### src/hw/leadoff_pace_map.vh
`ifndef LEADOFF_PACE_MAP_VH
`define LEADOFF_PACE_MAP_VH

// register word indices (byte address = index * 4)
`define IDX_LEFT_ARM_AMP      8'h31
`define IDX_LEFT_LEG_AMP      8'h32
`define IDX_RIGHT_ARM_AMP     8'h33
`define IDX_PACE_LEAD1        8'h3A
`define IDX_PACE_LEAD2        8'h3B
`define IDX_PACE_LEAD3        8'h3C
`define IDX_MEAS_CTRL         8'h40
`define IDX_MEAS_STATUS       8'h41

// field positions
`define AMP_MSB               15
`define PACE_HEIGHT_MSB       23
`define PACE_HEIGHT_LSB       8
`define PACE_WIDTH_MSB        7
`define ADDR_FIELD_LSB        24
`define CTRL_AC_SEL_BIT       0
`define CTRL_WIDTH_FILT_BIT   1

// reset values
`define MEAS_RESET            24'h000000
`define CTRL_RESET            2'h3

// timing
`define CLK_HZ                100000000
`define AMP_UPDATE_HZ         8
`define AMP_UPDATE_CYCLES     (`CLK_HZ / `AMP_UPDATE_HZ)
`define AVG_SHIFT             4
`define PACE_MIN_WIDTH        8'h0C

`endif

### src/hw/leadoff_pace_measure_readback.v
`timescale 1ns/1ns
`include "leadoff_pace_map.vh"
module leadoff_pace_measure_readback #(
    parameter HAS_PACE          = 1,
    parameter AMP_UPDATE_CYCLES = `AMP_UPDATE_CYCLES,
    parameter AVG_SHIFT         = `AVG_SHIFT
) (
    // apb
    input  wire        pclk,
    input  wire        presetn,
    input  wire        psel,
    input  wire        penable,
    input  wire        pwrite,
    input  wire [31:0] paddr,
    input  wire [31:0] pwdata,
    output reg         pready,
    output reg  [31:0] prdata,
    output reg         pslverr,
    // band-pass filtered 2 kHz electrode samples, signed
    input  wire        bp_valid,
    input  wire [15:0] bp_left_arm,
    input  wire [15:0] bp_left_leg,
    input  wire [15:0] bp_right_arm,
    // qualified pace pulse reports
    input  wire [2:0]  pace_done,
    input  wire [47:0] pace_height,
    input  wire [23:0] pace_width,
    // control mirrored out
    output reg         ac_leadoff_sel,
    output reg         pace_width_filter_en
);
    reg  [15:0] amp_q [0:2];
    reg  [23:0] pace_q [0:2];
    reg  [31:0] tick_cnt_q;
    reg  [1:0]  ctrl_q;
    wire [15:0] avg [0:2];
    wire [47:0] bp_bus;
    wire        tick;
    wire        setup;

    assign bp_bus = {bp_right_arm, bp_left_leg, bp_left_arm};
    assign tick   = (tick_cnt_q == AMP_UPDATE_CYCLES - 1);
    assign setup  = psel && !penable;

    // returns the register index for a byte address, or ff when misaligned or above bit 9
    function [7:0] word_index;
        input [31:0] a;
        begin
            if (a[1:0] != 2'b00 || a[31:10] != 22'h0)
                word_index = 8'hFF;
            else
                word_index = a[9:2];
        end
    endfunction

    // averaged output is already 2/pi times the peak: rectified-sine mean
    genvar g;
    generate
        for (g = 0; g < 3; g = g + 1) begin : g_ch
            rectify_average #(.SHIFT(AVG_SHIFT)) u_avg (
                .pclk      (pclk),
                .presetn   (presetn),
                .smp_valid (bp_valid && ctrl_q[`CTRL_AC_SEL_BIT]),
                .smp_data  (bp_bus[16*g +: 16]),
                .avg       (avg[g])
            );

            // snapshot refreshes only at the 8 Hz tick, and only while the ac select control bit is set
            always @(posedge pclk or negedge presetn) begin
                if (!presetn) begin
                    amp_q[g] <= 16'h0000;
                end else if (tick && ctrl_q[`CTRL_AC_SEL_BIT]) begin
                    amp_q[g] <= avg[g];
                end
            end

            // width floor applied only while filter on
            always @(posedge pclk or negedge presetn) begin
                if (!presetn) begin
                    pace_q[g] <= `MEAS_RESET;
                end else if (HAS_PACE != 0 && pace_done[g]) begin
                    if (!ctrl_q[`CTRL_WIDTH_FILT_BIT] ||
                        pace_width[8*g +: 8] >= `PACE_MIN_WIDTH) begin
                        pace_q[g] <= {pace_height[16*g +: 16],
                                      pace_width[8*g +: 8]};
                    end
                end
            end
        end
    endgenerate

    always @(posedge pclk or negedge presetn) begin
        if (!presetn) begin
            tick_cnt_q <= 32'h00000000;
        end else if (tick) begin
            tick_cnt_q <= 32'h00000000;
        end else begin
            tick_cnt_q <= tick_cnt_q + 32'h00000001;
        end
    end

    // read mux
    reg [31:0] rd_d;
    reg        err_d;
    reg [7:0]  idx;
    always @* begin
        idx   = word_index(paddr);
        rd_d  = 32'h00000000;
        err_d = 1'b0;
        case (idx)
            `IDX_LEFT_ARM_AMP:  rd_d = {idx, 8'h00, amp_q[0]};
            `IDX_LEFT_LEG_AMP:  rd_d = {idx, 8'h00, amp_q[1]};
            `IDX_RIGHT_ARM_AMP: rd_d = {idx, 8'h00, amp_q[2]};
            `IDX_PACE_LEAD1: begin
                rd_d  = {idx, pace_q[0]};
                err_d = (HAS_PACE == 0);
            end
            `IDX_PACE_LEAD2: begin
                rd_d  = {idx, pace_q[1]};
                err_d = (HAS_PACE == 0);
            end
            `IDX_PACE_LEAD3: begin
                rd_d  = {idx, pace_q[2]};
                err_d = (HAS_PACE == 0);
            end
            `IDX_MEAS_CTRL:   rd_d = {idx, 22'h0, ctrl_q};
            `IDX_MEAS_STATUS: rd_d = {idx, 21'h0, pace_q[2] != 24'h0,
                                      pace_q[1] != 24'h0, pace_q[0] != 24'h0};
            default:          err_d = 1'b1;
        endcase
        if (err_d) begin
            rd_d = 32'h00000000;
        end
    end

    // no wait state: answer registered in setup, ready in the first access cycle
    always @(posedge pclk or negedge presetn) begin
        if (!presetn) begin
            pready  <= 1'b0;
            prdata  <= 32'h00000000;
            pslverr <= 1'b0;
            ctrl_q  <= `CTRL_RESET;
        end else begin
            pready <= setup;
            if (setup) begin
                prdata  <= pwrite ? 32'h00000000 : rd_d;
                // only control is writable; measurement writes are errors
                pslverr <= err_d || (pwrite && idx != `IDX_MEAS_CTRL);
            end else begin
                pslverr <= 1'b0;
            end
            if (psel && penable && pready && pwrite && idx == `IDX_MEAS_CTRL) begin
                ctrl_q <= pwdata[1:0];
            end
        end
    end

    always @(posedge pclk or negedge presetn) begin
        if (!presetn) begin
            ac_leadoff_sel       <= 1'b1;
            pace_width_filter_en <= 1'b1;
        end else begin
            ac_leadoff_sel       <= ctrl_q[`CTRL_AC_SEL_BIT];
            pace_width_filter_en <= ctrl_q[`CTRL_WIDTH_FILT_BIT];
        end
    end
endmodule // leadoff_pace_measure_readback

### src/hw/rectify_average.v
`timescale 1ns/1ns
// rectifies band-pass samples and low-pass averages them (single pole iir)
module rectify_average #(
    parameter SHIFT = 4
) (
    // clock and reset
    input  wire        pclk,
    input  wire        presetn,
    // sample stream
    input  wire        smp_valid,
    input  wire [15:0] smp_data,
    // averaged magnitude
    output wire [15:0] avg
);
    reg  [15:0] acc_q;
    wire [15:0] mag;
    wire [16:0] next_acc;

    // abs of signed sample; most negative saturates
    assign mag = smp_data[15] ? ((smp_data == 16'h8000) ? 16'h7FFF
                                 : (~smp_data + 16'h0001)) : smp_data;
    assign next_acc = {1'b0, acc_q} + {1'b0, mag >> SHIFT} - {1'b0, acc_q >> SHIFT};

    always @(posedge pclk or negedge presetn) begin
        if (!presetn) begin
            acc_q <= 16'h0000;
        end else if (smp_valid) begin
            acc_q <= next_acc[15:0];
        end
    end

    assign avg = acc_q;
endmodule // rectify_average

### config.mk
export PLATFORM = sky130hd
export DESIGN_NAME = leadoff_pace_measure_readback
export DESIGN_NICKNAME = d
export VERILOG_FILES = /design/src/hw/leadoff_pace_measure_readback.v /design/src/hw/rectify_average.v
export VERILOG_INCLUDE_DIRS = /design/src /design/src/hw
export SDC_FILE = /design/constraint.sdc
export NUM_CORES = 1
export LEC_CHECK = 0
export BUFFER_PORTS_ARGS = -buffer_cell sky130_fd_sc_hd__buf_2
export CAP_MARGIN = 25
export CORE_UTILIZATION = 30
export CTS_BUF_LIST = sky130_fd_sc_hd__clkbuf_4 sky130_fd_sc_hd__clkbuf_8
export CTS_CLUSTER_DIAMETER = 30
export DETAILED_ROUTE_END_ITERATION = 16
export PLACE_DENSITY_LB_ADDON = 0.1
export SETUP_SLACK_MARGIN = 0.05
export SLEW_MARGIN = 10
export SYNTH_ARGS = -nofsm -noshare
export SYNTH_HDL_FRONTEND = slang
export SYNTH_SLANG_ARGS = --single-unit
### constraint.sdc
create_clock -name pclk -period 3.1 [get_ports pclk]
set_input_delay 0.155 -clock pclk [delete_from_list [all_inputs] [get_ports pclk]]
set_output_delay 0.155 -clock pclk [all_outputs]
set_load 0.005 [all_outputs]
# After elaboration in Yosys (flattened, before gate mapping)
# Cells that the tools add are included.
# totals
elab_cells	82
register_bits	238
inputBits	193
# op_classes
reduce_logical	24
magnitude_cmp	3
n_eq_ne	13
add_sub_neg	10
n_mux	13
n_bitwise	3
# op_table
op	count
32-bit case mux with 8 select lines	1
16-bit two-way mux	6
32-bit two-way mux	3
24-bit nonzero test	3
16-bit by 1-bit adder with 16-bit output, second input constant	3
16-bit by 12-bit adder with 16-bit output	3
16-bit equality test, second input constant	3
8-bit by 6-bit equality test with 1-bit output, second input constant	6
16-bit inverter	3
16-bit by 12-bit subtractor with 16-bit output	3
32-bit by 1-bit adder with 32-bit output, second input constant	1
32-bit by 24-bit equality test with 1-bit output, second input constant	1
8-bit by 4-bit greater-or-equal comparator with 1-bit output, second input constant	3
22-bit nonzero test	1
8-bit by 7-bit equality test with 1-bit output, second input constant	2
1-bit logical AND	8
8-bit two-way mux	1
8-bit by 7-bit inequality test with 1-bit output, second input constant	1
8-bit OR reduction	1
2-bit AND reduction	3
1-bit logical OR	5
1-bit logical NOT	2
1-bit two-way mux	2
2-bit nonzero test	1

# Logic depth before layout (Yosys ltp)
# logic_depth
ltp_word	8
mapped_depth	19
mapped_depth_nobuf	18

# Cells and area by module
# From an unflattened synthesis, not the netlist that was laid out.
# hier_totals
cells_unflattened	1452
area_unflattened_um2	14762.9
# by_module_without_submodules
module	cells_each	area_each_um2	n_inst	seq_area_each_um2
leadoff_pace_measure_readback	736	8846.0	1	4759.6
rectify_average at g_ch[1].u_avg ...	242	1980.6	2	400.4
rectify_average at g_ch[0].u_avg	232	1955.6	1	400.4

# Worst setup path before layout
# OpenSTA, ideal clock, no wires.
# synth_timing
path_type	input -> register
startpoint	input port bp_left_arm[3]
endpoint	register g_ch[0].u_avg.acc_q[14]
stages	18
path_buffers	1
t_arrival_ns	5.107
setup_ns	0.136
slack_ns	-2.143
cell_sequence	or4_4 > or3_4 > or4_4 > or3_4 > or3_4 > or4b_4 > buf_6 > nand2_1 > fa_1 > ha_1 > nor2b_1 > o21ai_0 > nand2b_1 > a311o_1 > nand4_1 > a311oi_1 > o21ai_0 > or3b_2
# synth_between
elab_chain_len	6
word_cells_on_any_way	7
classes_between	add/sub (3); eq/ne (1); mux (2); bitwise (1)
# synth_rtl
item	line	text
from (decl)	leadoff_pace_measure_readback.v:21	input wire [15:0] bp_left_arm,
16-bit inverter	rectify_average.v:21	: (~smp_data + 16'h0001)) : smp_data;
16-bit by 1-bit adder with 16-bit output	rectify_average.v:21	
16-bit two-way mux * (2 in a row)	rectify_average.v:20	assign mag = smp_data[15] ? ((smp_data == 16'h8000) ? 16'h7FFF
16-bit by 12-bit adder with 16-bit output *	rectify_average.v:22	assign next_acc = {1'b0, acc_q} + {1'b0, mag >> SHIFT} - {1'b0, acc_q >> SHIFT};
16-bit by 12-bit subtractor with 16-bit output *	rectify_average.v:22	
to (signal assigned)	rectify_average.v:28	acc_q <= next_acc[15:0];
to (decl)	rectify_average.v:15	reg [15:0] acc_q;
# Every way passes the cells marked *; elsewhere a longest branch is shown, timed or not.
# A chain may end at the register's enable or synchronous reset.

# Worst setup path in the final report
# layout_timing
startpoint	input port bp_left_arm[3]
endpoint	register g_ch[0].u_avg.acc_q[15]
# Same word-level chain as after synthesis.

==> impl_metrics.yaml <==
place:
  gp_congestion: 0.826
  dp_hpwl_um: 31900
  placedCellCount: 2266
  place_ws_ps: -2370
  dpl_cell_area_mm2: 0.0169
  port_buffers: 198
sta:
  holdWs_ps: 63.1
  finalCritPeriodShare: 1.51
  worst_slew_pin_slew_ps: 780
  timing.fmax_mhz: 214
  rsz0062_at_grt: "yes"
  fin_skew_ps: 35.3
  fin_ws_ps: -1580
  setup_viol: 44
  slew_headroom: 0.480
  hold_violations: 0
  final.min_clock_period_ps: 4680
  slew_viol_final: 0
setup_path:
  startpoint_type: "primary input"
  startpoint: "bp_left_arm[3]"
  critPathTopFamily: "simple AND/OR/NAND/NOR gates"
  critPathKind: "in2reg"
  required_ps: 3570
  arrival_ps: 5140
  crit_buf_inv: 2
  crit_fanout: 7
  max_stage_delay_ps: 570
  rr_startpoint: "g_ch[0].u_avg.avg[5]"
  path_cells: "buf_6, or4_4, or3_4, or4_4, or3_4, or3_4, or4b_4, nand2_4, fa_1, ha_4, a211oi_4, o21bai_2, o31a_1, a211o_1, o211ai_1, buf_4, o21ai_1, o2bb2ai_2, xor2_1"
  slowest_stage: "or4b_4"
  end_kind: "flop"
  critPathMostFrequentCell: "or3_4"
final_layout:
  seq_area_mm2: 0.00596
  postLayoutCellArea_mm2: 0.0202
  multi_input_area_mm2: 0.00811
  area_growth_syn_to_layout_pct: 48.0
  stdcell_count: 2505
  diodes: 0
  finalNetCount: 2135
  drive_gt1_frac: 0.403
  nFillCells: 4289
die:
  num_io_pins: 229
  start_util: 0.306
  fp.coreArea_mm2: 0.0445
  die_w_um: 215
  fp-row-count: 77
  dieArea_mm2: 0.0463
  die_h_um: 215
detailed_routing:
  final_antenna_net_count: 0
  drt-total-wl_um: 43500
  firstDrtPassIters: 7
  via_per_inst: 4.81
  vias: 12000
  wl_per_cell_um: 17.4
  drt_iter0_drc: 655
  drc_errors: 0
outcome:
  status: "complete, but fails checks"
  violations: "setup timing"
grt:
  globalRouteOverflowTotal: 0
  grt_pass1_vias: 12500
  antenna_found_initial: 0
  grt_max_degree: 82
  track_usage: 0.188
  grt_pass1_wl_um: 68500
yosys:
  synthFlopType: "dfrtp_1"
  synth_area_mm2: 0.0136
  ys_warn_count: 0
  ys_seq_area_frac: 0.437
  async_reset_ff_frac: 1.00
  synth_cell_type_count: 68
  postSynthCellCount: 1349
  avgSynthCellArea_um2: 10.1
  synth_edf_count: 0
  synth_seq_cells: 238
clock_network:
  cts_buffer_depth: 3
  cts_tree: "done"
  clock_latency_ps: 610
  cts_sinks: 238
  path_clk_slew_ps: 60
  cts-root-buf: "clkbuf_8"
  cts_buffers: 69
  htree_num_levels: 3
power_and_ir_drop:
  power_leakage_nw: 9.29
  vdd_drop_max_mv: 0.388
  powerDensity_mw_per_mm2: 502
  p_total_w: 0.0101
worst_hold_path:
  min_path_type: "in2reg"
  worstHoldStart: "paddr[2]"
job:
  cap_violations: 0
## logic make-up after synthesis
group	synth area share
AOI/OAI and AO/OA	0.137
xor gates and xnor gates	0.0572
adders and majority gates	0.0978
buffers and inverters	0.0340
DFF	0.437
muxes	0.0863
other	0.000275
and+or+nand+nor	0.150
## flip-flops by register name, summed over array words and instances, names as in the netlist
name / cells
prdata: 32
ac_leadoff_sel: 1
amp_q: 48
tick_cnt_q: 32
g_ch.u_avg.avg: 48
pace_width_filter_en: 1
pready: 1
pslverr: 1
pace_q: 72
ctrl_q: 2
## repair_timing
item	in CTS	in global routing
resized for setup	66	83
hold buffers	79	0
endpoints found under the hold margin	156	0
pin swaps	52	53
setup buffers	21	14
setup endpoints to repair	44	45
gates cloned	1	0
## report_power, final
part,switching [W],internal [W],total (W),leakage [nW]
Sequential,0.0000956,0.00321,0.00331,3.10
Combinational,0.000911,0.00108,0.00199,5.35
Clock,0.00173,0.00310,0.00483,0.833
Total,0.00274,0.00739,0.0101,9.29
## routing by layer
| metal | GRT usage | vias to the layer above | share of wire |
|---|---|---|---|
| li1 | - | 5861 | - |
| met1 | 0.245 | 5817 | 0.45 |
| met2 | 0.312 | 293 | 0.48 |
| met3 | 0.0406 | 74 | 0.046 |
| met4 | 0.0570 | 0 | 0.023 |
| met5 | 0 | - | 0 |
## worst register-to-register path, cell delays in order (launching register included)
cell and delay, ps:
dfrtp_1 350, inv_1 90, fa_1 580, buf_4 130, inv_2 30, fa_2 400, nor2b_1 120, o21ai_1 60
nand2b_1 120, a311o_1 240, nand4_1 150, a311oi_2 270, nor3_1 80, or3b_4 360
## final cells by class
cell class | instances | share of cell area
clock buffer | 98 | 0.0634
clock inverter | 29 | 0.0156
inverter | 65 | 0.0121
multi-input combinational | 992 | 0.402
sequential | 238 | 0.295
tap | 592 | 0.0367
timing repair buffer | 491 | 0.175
## path summary, 6_finish.rpt
| path | end | slack (ps) | cells after the start |
|---|---|---|---|
| hold reg to reg | pace_width_filter_en | 460 | 0 |
| setup reg to reg | g_ch[0].u_avg.avg[14] | -30 | 13 |
| setup / recovery | g_ch[0].u_avg.avg[15] | -1580 | 19 |
| max in group asynchronous | g_ch[2].u_avg.avg[7] | 2130 | 3 |
| min in group asynchronous | g_ch[0].u_avg.avg[1] | 130 | 2 |
| hold / removal | pslverr | 60 | 3 |
## placed cells by master, fill, tap and decap left out, types with 27 or more instances in the layout
cell / Yosys / routed
a21oi_1: 50 / 30
buf_2: 1 / 194
buf_4: 0 / 189
clkbuf_8: 0 / 87
dfrtp_1: 234 / 234
dlygate4sd3_1: 0 / 79
fa_1: 36 / 31
ha_1: 49 / 32
inv_1: 65 / 62
mux2_2: 92 / 91
nand2_1: 179 / 161
nand3_1: 28 / 28
nor2_1: 52 / 50
nor4_1: 31 / 27
o21ai_0: 124 / 73
o21ai_1: 0 / 42
xor2_1: 57 / 56
## Yosys cell counts (3+ instances only)
| library cell | n | area share |
|---|---|---|
| clkbuf_1 | 50 | 0.014 |
| nand2_1 | 179 | 0.049 |
| dfstp_2 | 4 | 0.0077 |
| nand3b_1 | 17 | 0.0094 |
| a211oi_1 | 7 | 0.0039 |
| nand4_1 | 11 | 0.0050 |
| a22o_1 | 3 | 0.0019 |
| a21boi_1 | 3 | 0.0017 |
| nor4_1 | 31 | 0.014 |
| a21o_1 | 25 | 0.014 |
| buf_1 | 4 | 0.0011 |
| mux2_2 | 92 | 0.076 |
| fa_1 | 36 | 0.053 |
| dfrtp_1 | 234 | 0.43 |
| o211ai_1 | 8 | 0.0044 |
| or3_4 | 3 | 0.0025 |
| o21a_1 | 9 | 0.0050 |
| or3_1 | 9 | 0.0041 |
| a222oi_1 | 22 | 0.016 |
| nand2b_1 | 7 | 0.0032 |
| a21oi_1 | 50 | 0.018 |
| and2_1 | 8 | 0.0037 |
| a31oi_1 | 7 | 0.0032 |
| xnor2_1 | 32 | 0.021 |
| mux2i_1 | 14 | 0.010 |
| a22oi_1 | 3 | 0.0017 |
| o31ai_1 | 16 | 0.0088 |
| nor3_1 | 18 | 0.0066 |
| inv_1 | 65 | 0.018 |
| nand3_1 | 28 | 0.010 |
| nor4b_1 | 5 | 0.0032 |
| nor2_1 | 52 | 0.014 |
| and3_1 | 12 | 0.0055 |
| xor2_1 | 57 | 0.037 |
| ha_1 | 49 | 0.045 |
| o21ai_0 | 124 | 0.046 |
| or4_1 | 6 | 0.0033 |
| nor2b_1 | 7 | 0.0032 |
## per-stage QoR
step	setup TNS (ps)	utilization
6_report	-41040	0.454
5_1_grt	-46280	0.454
4_1_cts	-39140	0.443
3_5_place_dp	-72890	0.379
3_3_place_gp	-70960	0.379
2_1_floorplan	-57150	-
Power figures use the tool's default switching activity.
